`src/core/mise_pkg.sv`:
```
package mise_pkg;
    // operand and address widths
    localparam int unsigned DATA_W      = 8;
    localparam int unsigned ADDR_W      = 8;
    localparam int unsigned PC_W        = 13;

    // operation selector codes presented by the decode stage
    typedef enum logic [2:0] {
        MISE_OP_NONE         = 3'b000,
        MISE_OP_ADD_INTO_MEM = 3'b001,
        MISE_OP_AND_MEM      = 3'b010,
        MISE_OP_AND_IMM      = 3'b011,
        MISE_OP_AND_TO_MEM   = 3'b100,
        MISE_OP_CALL         = 3'b101,
        MISE_OP_CLEAR        = 3'b110
    } mise_op_t;

    // sequencer states
    typedef enum logic [1:0] {
        MISE_ST_IDLE     = 2'b00,
        MISE_ST_CALL2    = 2'b01
    } mise_state_t;

    // reset values and constants
    localparam logic [DATA_W-1:0] WREG_RST   = 8'h00;
    localparam logic [DATA_W-1:0] CLEAR_VAL  = 8'h00;
    localparam logic [PC_W-1:0]   PC_RST     = 13'h0000;
    localparam logic [PC_W-1:0]   PC_STEP    = 13'h0001;
    localparam int unsigned       CALL_CYCLES = 2;
endpackage : mise_pkg

```
`src/core/mise_alu.sv`:
```
`timescale 1ns/10ps
// combinational 8-bit adder and and-unit with flag outputs
module mise_alu
    import mise_pkg::*;
(
    input  wire logic [DATA_W-1:0] a_i,
    input  wire logic [DATA_W-1:0] b_i,
    output logic      [DATA_W-1:0] sum_o,
    output logic      [DATA_W-1:0] and_o,
    output logic                   carry_o,
    output logic                   half_carry_o,
    output logic                   sign_wrap_o
);
    logic [DATA_W:0] wide_sum;
    logic [4:0]      low_sum;

    // sum with carry out of bit 7 and bit 3
    always_comb
    begin
        wide_sum     = {1'b0, a_i} + {1'b0, b_i};
        low_sum      = {1'b0, a_i[3:0]} + {1'b0, b_i[3:0]};
        sum_o        = wide_sum[DATA_W-1:0];
        carry_o      = wide_sum[DATA_W];
        half_carry_o = low_sum[4];
        // signed wrap: operands agree in sign, result does not
        sign_wrap_o  = (a_i[DATA_W-1] == b_i[DATA_W-1]) &&
                       (wide_sum[DATA_W-1] != a_i[DATA_W-1]);
        and_o        = a_i & b_i;
    end
endmodule // mise_alu

```
`src/core/mise_exec.sv`:
```
// Notes on behaviour
// - add-into-memory stores wreg plus memory byte back and updates all four flags.
// - and-with-memory puts wreg AND memory byte into wreg, only the zero flag changes.
// - and-with-immediate puts wreg AND immediate into wreg, only the zero flag changes.
// - and-into-memory writes memory byte AND wreg back to memory, not to wreg.
// - call pushes program counter plus one, loads the target address, leaves flags alone.
// - call takes two instruction cycles.
// - clear-location writes 00H to the memory byte and leaves flags alone.
`timescale 1ns/10ps
module mise_exec
    import mise_pkg::*;
(
    input  wire logic              clk_i,
    input  wire logic              rst_b_i,
    input  wire logic              issue_i,
    input  wire logic [2:0]        op_i,
    input  wire logic [ADDR_W-1:0] mem_addr_i,
    input  wire logic [DATA_W-1:0] imm_i,
    input  wire logic [PC_W-1:0]   call_target_i,
    input  wire logic [DATA_W-1:0] mem_rdata_i,
    output logic                   ready_o,
    output logic                   mem_we_o,
    output logic [ADDR_W-1:0]      mem_addr_o,
    output logic [DATA_W-1:0]      mem_wdata_o,
    output logic                   push_o,
    output logic [PC_W-1:0]        push_data_o,
    output logic [PC_W-1:0]        pc_o,
    output logic [DATA_W-1:0]      working_register_o,
    output logic                   zero_flag_o,
    output logic                   carry_flag_o,
    output logic                   half_carry_flag_o,
    output logic                   sign_wrap_flag_o
);
    // registered state and the values it takes at the next edge
    mise_state_t       state;
    mise_state_t       next_state;
    logic [DATA_W-1:0] working_register;
    logic [DATA_W-1:0] next_working_register;
    logic [PC_W-1:0]   pc;
    logic [PC_W-1:0]   next_pc;
    logic              zero_flag;
    logic              next_zero_flag;
    logic              carry_flag;
    logic              next_carry_flag;
    logic              half_carry_flag;
    logic              next_half_carry_flag;
    logic              sign_wrap_flag;
    logic              next_sign_wrap_flag;
    logic              mem_we;
    logic              next_mem_we;
    logic [ADDR_W-1:0] mem_addr;
    logic [ADDR_W-1:0] next_mem_addr;
    logic [DATA_W-1:0] mem_wdata;
    logic [DATA_W-1:0] next_mem_wdata;
    logic              push;
    logic              next_push;
    logic [PC_W-1:0]   push_data;
    logic [PC_W-1:0]   next_push_data;
    // arithmetic unit hookup
    logic [DATA_W-1:0] alu_b;
    logic [DATA_W-1:0] alu_sum;
    logic [DATA_W-1:0] alu_and;
    logic              alu_carry;
    logic              alu_half;
    logic              alu_wrap;
    mise_op_t          op;

    // decode stage code seen through the package enum
    assign op    = mise_op_t'(op_i);
    // immediate operand replaces the memory byte only for and-with-immediate
    assign alu_b = (op == MISE_OP_AND_IMM) ? imm_i : mem_rdata_i;

    // shared arithmetic unit, operand a is always the working register
    mise_alu u_alu (
        .a_i          (working_register),
        .b_i          (alu_b),
        .sum_o        (alu_sum),
        .and_o        (alu_and),
        .carry_o      (alu_carry),
        .half_carry_o (alu_half),
        .sign_wrap_o  (alu_wrap)
    );

    // no new issue accepted during the second call cycle
    // a refused issue is dropped, so the decode stage must present it again
    assign ready_o = (state == MISE_ST_IDLE);

    // next-state and datapath decisions
    always_comb
    begin
        next_state           = state;
        next_working_register = working_register;
        next_pc              = pc;
        next_zero_flag       = zero_flag;
        next_carry_flag      = carry_flag;
        next_half_carry_flag = half_carry_flag;
        next_sign_wrap_flag  = sign_wrap_flag;
        next_mem_we          = 1'b0;
        next_mem_addr        = mem_addr;
        next_mem_wdata       = mem_wdata;
        next_push            = 1'b0;
        next_push_data       = push_data;
        unique case (state)
            MISE_ST_IDLE:
            begin
                if (issue_i)
                begin
                    // single-cycle ops step the counter once
                    next_pc = pc + PC_STEP;
                    case (op)
                        MISE_OP_ADD_INTO_MEM:
                        begin
                            // sum goes to memory only, the register keeps its value
                            next_mem_we          = 1'b1;
                            next_mem_addr        = mem_addr_i;
                            next_mem_wdata       = alu_sum;
                            next_zero_flag       = (alu_sum == CLEAR_VAL);
                            next_carry_flag      = alu_carry;
                            next_half_carry_flag = alu_half;
                            next_sign_wrap_flag  = alu_wrap;
                        end
                        MISE_OP_AND_MEM:
                        begin
                            next_working_register = alu_and;
                            next_zero_flag        = (alu_and == CLEAR_VAL);
                        end
                        MISE_OP_AND_IMM:
                        begin
                            next_working_register = alu_and;
                            next_zero_flag        = (alu_and == CLEAR_VAL);
                        end
                        MISE_OP_AND_TO_MEM:
                        begin
                            // flags held, unlike and-with-memory; result goes to memory instead of wreg
                            next_mem_we    = 1'b1;
                            next_mem_addr  = mem_addr_i;
                            next_mem_wdata = alu_and;
                        end
                        MISE_OP_CALL:
                        begin
                            next_push      = 1'b1;
                            next_push_data = pc + PC_STEP;
                            next_pc        = pc;
                            next_state     = MISE_ST_CALL2;
                        end
                        MISE_OP_CLEAR:
                        begin
                            // flags held, a cleared byte is no arithmetic result
                            next_mem_we    = 1'b1;
                            next_mem_addr  = mem_addr_i;
                            next_mem_wdata = CLEAR_VAL;
                        end
                        default:
                        begin
                            // unknown or idle code: just advance
                            next_pc = pc + PC_STEP;
                        end
                    endcase
                end
            end
            MISE_ST_CALL2:
            begin
                // extra cycle redirects flow; flags untouched
                next_pc    = call_target_i;
                next_state = MISE_ST_IDLE;
            end
            default:
            begin
                next_state = MISE_ST_IDLE;
            end
        endcase
    end

    // register all state
    always_ff @(posedge clk_i or negedge rst_b_i)
    begin
        if (!rst_b_i)
        begin
            state            <= MISE_ST_IDLE;
            working_register <= WREG_RST;
            pc               <= PC_RST;
            zero_flag        <= 1'b0;
            carry_flag       <= 1'b0;
            half_carry_flag  <= 1'b0;
            sign_wrap_flag   <= 1'b0;
            mem_we           <= 1'b0;
            mem_addr         <= '0;
            mem_wdata        <= '0;
            push             <= 1'b0;
            push_data        <= PC_RST;
        end
        else
        begin
            state            <= next_state;
            working_register <= next_working_register;
            pc               <= next_pc;
            zero_flag        <= next_zero_flag;
            carry_flag       <= next_carry_flag;
            half_carry_flag  <= next_half_carry_flag;
            sign_wrap_flag   <= next_sign_wrap_flag;
            mem_we           <= next_mem_we;
            mem_addr         <= next_mem_addr;
            mem_wdata        <= next_mem_wdata;
            push             <= next_push;
            push_data        <= next_push_data;
        end
    end

    // registered outputs
    assign mem_we_o           = mem_we;
    assign mem_addr_o         = mem_addr;
    assign mem_wdata_o        = mem_wdata;
    assign push_o             = push;
    assign push_data_o        = push_data;
    assign pc_o               = pc;
    assign working_register_o = working_register;
    assign zero_flag_o        = zero_flag;
    assign carry_flag_o       = carry_flag;
    assign half_carry_flag_o  = half_carry_flag;
    assign sign_wrap_flag_o   = sign_wrap_flag;
endmodule // mise_exec

```
`config.mk`:
```
export PLATFORM = sky130hd
export DESIGN_NAME = mise_exec
export DESIGN_NICKNAME = d
export VERILOG_FILES = /design/src/core/mise_pkg.sv /design/src/core/mise_alu.sv /design/src/core/mise_exec.sv
export SDC_FILE = /design/constraint.sdc
export NUM_CORES = 1
export LEC_CHECK = 0
export BUFFER_PORTS_ARGS = -buffer_cell sky130_fd_sc_hd__buf_2
export CAP_MARGIN = 20
export CORE_MARGIN = 2
export CORE_UTILIZATION = 45
export CTS_BUF_LIST = sky130_fd_sc_hd__clkbuf_8
export CTS_CLUSTER_SIZE = 12
export DETAILED_ROUTE_END_ITERATION = 7
export GPL_TIMING_DRIVEN = 0
export HOLD_SLACK_MARGIN = 0.12
export PLACE_DENSITY = 0.69
export SLEW_MARGIN = 15
export SYNTH_ARGS = -nofsm -noshare
export SYNTH_HDL_FRONTEND = slang
export SYNTH_SLANG_ARGS = --single-unit
```
`constraint.sdc`:
```
create_clock -name clk_i -period 2.4 [get_ports clk_i]
set_input_delay 0.48 -clock clk_i [delete_from_list [all_inputs] [get_ports clk_i]]
set_output_delay 0.48 -clock clk_i [all_outputs]
set_load 0.02 [all_outputs]
```
==> metrics.log <==
INFO  metric synth_top_area_share = 45.0%
INFO  metric clock_skew = approximately 0.0073 ns
INFO  metric drtIter0Drc = between 100 and 150
INFO  metric tritoncts_clock_tree = yes
INFO  metric grt_remaining_overflow = 0
INFO  metric synth_sequential_area_ratio = about 45%
INFO  metric grt_max_degree = 58
INFO  metric clock_tree.htree_level_count = 3
INFO  metric layoutNonFillerInstCount = 540
INFO  metric synthesis_stage_register_bit_count = between 50 and 60
INFO  metric critPathCaptureType = flop
INFO  metric max_cap_violations = 0
INFO  metric synth_top_cell_by_area = dfrtp_1
INFO  metric port-buffer-count = between 90 and 100
INFO  metric critical_path.max_stage_delay = between 0.3 and 0.4 ns
INFO  metric synth_async_sr_flop_share = between 90% and 100%
INFO  metric worstPathMaxFanout = 4
INFO  metric timing.slew.headroom = 51.6%
INFO  metric wl_per_cell = 14.8 µm
INFO  metric clock_tree.buffer_depth = 2
INFO  metric critical_path.n_buffers_inverters = 1
INFO  metric post-route-worst-setup-slack = -0.228 ns
INFO  metric outcome = finished, violations left
INFO  metric placeableCoreArea = between 6000 and 7000 µm²
INFO  metric die_w = 88.0 µm
INFO  metric syn_inst = between 300 and 400
INFO  metric grt_antenna_before_repair = 0
INFO  metric first_global_vias = between 2000 and 3000
INFO  metric timing_max_transition_violations_final = 0
INFO  metric cts_hold_repair.buffers = 0
INFO  metric path_depth = 10
INFO  metric num_antenna_cells = 0
INFO  metric power.density = 765 nW/µm²
INFO  metric clkSlewWorstSetupHoldPaths = roughly 0.07 ns
INFO  metric timing.hold.worst.class = in -> async
INFO  metric yosysWarningCount = 0
INFO  metric fin_tns_setup = -0.931 ns
INFO  metric dr_total_vias = between 2000 and 3000
INFO  metric crit_path_cell_trace = buf_8, nand2b_4, or2_4, mux2_4, ha_4, fa_2, a211oi_4, nor4b_2, or3_1, o31ai_2
INFO  metric dr.pass1.iters = 4
INFO  metric clk_root_buffer_cell = clkbuf_8
INFO  metric drive_gt1_share = approximately 45%
INFO  metric cp_slowest_cell = fa_2
INFO  metric final_area = between 4000 and 5000 µm²
INFO  metric layout.cells.most_common_list = 100 x buf_2, 57 x dfrtp_1, 37 x nand2_1, 25 x mux2_2, 22 x nor2_1
INFO  metric finalCoreUtilization = between 60% and 70%
INFO  metric synth_area_per_cell = 10.1 µm²
INFO  metric power.static_leakage = a little over 2 nW
INFO  metric cts.sinks = 57
INFO  metric count_of_different_cell_masters_after_synthesis = 49
INFO  metric report.final.setup_viol = 7
INFO  metric viasPerCell = 5.14
INFO  metric ys.flop_type = dfrtp_1
INFO  metric timing.critical_path.from_type = input pin
INFO  metric total_half_perimeter_wirelength_after_legalization_and_detailed_placement = about 5600 µm
INFO  metric max_ir_drop_vdd = 0.620 mV
INFO  metric placement_rows = 30
INFO  metric multi_input_area = around 1800 µm²
INFO  metric floorplan.die.height = slightly below 90 µm
INFO  metric synthesis.nets = ~370
INFO  metric grt_util_all_layers = between 20% and 30%
INFO  metric cp.required = about 2.6 ns
INFO  metric post_route_minimum_period = roughly 2.6 ns
INFO  metric design.die.area = 7740 µm²
INFO  metric insertion_delay = between 0.3 and 0.4 ns
INFO  metric layout_commonest_cell = buf_2
INFO  metric final-hold-violation-count = 0
INFO  metric worstPathArrival = 2.86 ns
INFO  metric place_inst = 509
INFO  metric post_syn_area = ~3200 µm²
INFO  metric first_pass_grt_wire_length = approximately 13000 µm
INFO  metric yosys-top-cells-area = dfrtp_1 45%, mux2_2 9.9%, nand2_1 4.5%
INFO  metric io_pins = 100
INFO  metric fillerInstances = 581
INFO  metric number_of_cts_inserted_buffers = 9
INFO  metric area_of_placed_instances = just under 4000 µm²
INFO  metric detail_route.drc_violations = 0
INFO  metric worst_pin_slew = just over 0.7 ns
INFO  metric grt_setup_unrepaired = yes
INFO  metric worst_path_dominant_cell_family = simple AND/OR/NAND/NOR gates
INFO  metric drtAntennaViolNets = 0
INFO  metric number_of_enable_type_register_cells_in_the_synthesized_netlist = 0
INFO  metric place_congestion = 0.898
INFO  metric violations = negative setup slack
INFO  metric achievable-frequency = 381 MHz
INFO  metric start_util = around 47%
INFO  metric post_route_wl = ~8000 µm
INFO  metric r2r_cells = 6
INFO  metric final.hold.worst_slack = between 0.15 and 0.2 ns
INFO  metric final_stage_net_count = 493
INFO  metric footprint_of_the_flip_flops_and_latches = between 1000 and 1500 µm²
INFO  metric flow.area_growth_from_synthesis = 35.5%
INFO  metric final_min_period_over_clock_period = 109%
INFO  metric setup.worst_path.class = in -> reg
==> flip-flops by register name, summed over array words and instances (netlist names) <==
signal,flops
push_o,1
push_data_o,13
pc_o,13
carry_flag_o,1
mem_we_o,1
state,1
half_carry_flag_o,1
mem_addr_o,8
working_register_o,8
zero_flag_o,1
mem_wdata_o,8
sign_wrap_flag_o,1
==> layer usage <==
layer | routed length [µm] | up-vias | global-route usage (%)
li1 | - | 1354 | -
met1 | 3460 | 1321 | 28.3
met2 | 3970 | 88 | 35.5
met3 | 414 | 12 | 3.39
met4 | 150 | 0 | 8.11
met5 | 0 | - | 0
==> power by group <==
part           leakage, nW  total, mW  internal (mW)  switching, mW
Combinational         1.22       1.10          0.449          0.651
Sequential           0.709       1.37           1.18          0.193
Clock               0.0887      0.821          0.404          0.417
==> worst reg2reg max path: stages, from the launching register on <==
cell and delay [ns]:
dfrtp_1 0.43, ha_4 0.19, fa_2 0.37, a211oi_4 0.31, nor4b_2 0.10, or3_1 0.35
o31ai_2 0.26
==> cell families after synthesis <==
group | after synthesis | share of synthesized area, %
AOI/OAI and AO/OA | 65 | 12.1
buffers and inverters | 21 | 3.15
adders and majority gates | 11 | 4.57
DFF | 57 | 45.0
xor gates and xnor gates | 26 | 7.18
and+or+nand+nor | 104 | 17.1
muxes | 31 | 10.9
==> Yosys cell counts, types with 9 or more instances <==
library cell,count
ha_1,10
o21ai_0,24
xor2_1,14
a21oi_1,21
nand2_1,38
clkbuf_1,9
mux2_2,28
nor2_1,22
xnor2_1,12
dfrtp_1,57
==> final cells by class <==
cell class,instances,area share [%]
flip-flops and latches,57,33.2
clock inverters,6,0.989
inverters,4,0.466
plain buffers,15,1.98
multi-input cells,237,42.7
repair buffers,115,14.7
well taps,96,2.79
clock buffers,10,3.20
==> worst paths after layout <==
path	startpoint	endpoint	slack (ns)
worst max-delay path	op_i[2]	zero_flag_o$_DFFE_PN0P_	-0.23
worst min-delay path	rst_b_i	working_register_o[4]$_DFFE_PN0P_	0.19
worst max register to register	working_register_o[0]$_DFFE_PN0P_	zero_flag_o$_DFFE_PN0P_	0.29
worst min register to register	sign_wrap_flag_o$_DFFE_PN0P_	sign_wrap_flag_o$_DFFE_PN0P_	0.49
max in group asynchronous	rst_b_i	push_data_o[10]$_DFFE_PN0P_	1.72
min in group clk_i	call_target_i[9]	pc_o[9]$_DFFE_PN0P_	0.35
==> repair_timing <==
| item | in CTS | in global routing |
|---|---|---|
| pin swaps | 18 | 9 |
| setup buffers | 11 | 9 |
| resized for setup | 24 | 4 |
| setup endpoints to repair | 7 | 9 |
==> per-stage QoR <==
step           setup WS (ns)  power (mW)
5_1_grt               -0.323        3.50
3_5_place_dp          -0.813        2.46
6_report              -0.228        3.29
2_1_floorplan         -0.448        2.07
4_1_cts               -0.289        3.30
3_3_place_gp          -0.746        2.44
No activity file was read; power rests on OpenSTA's default activity.
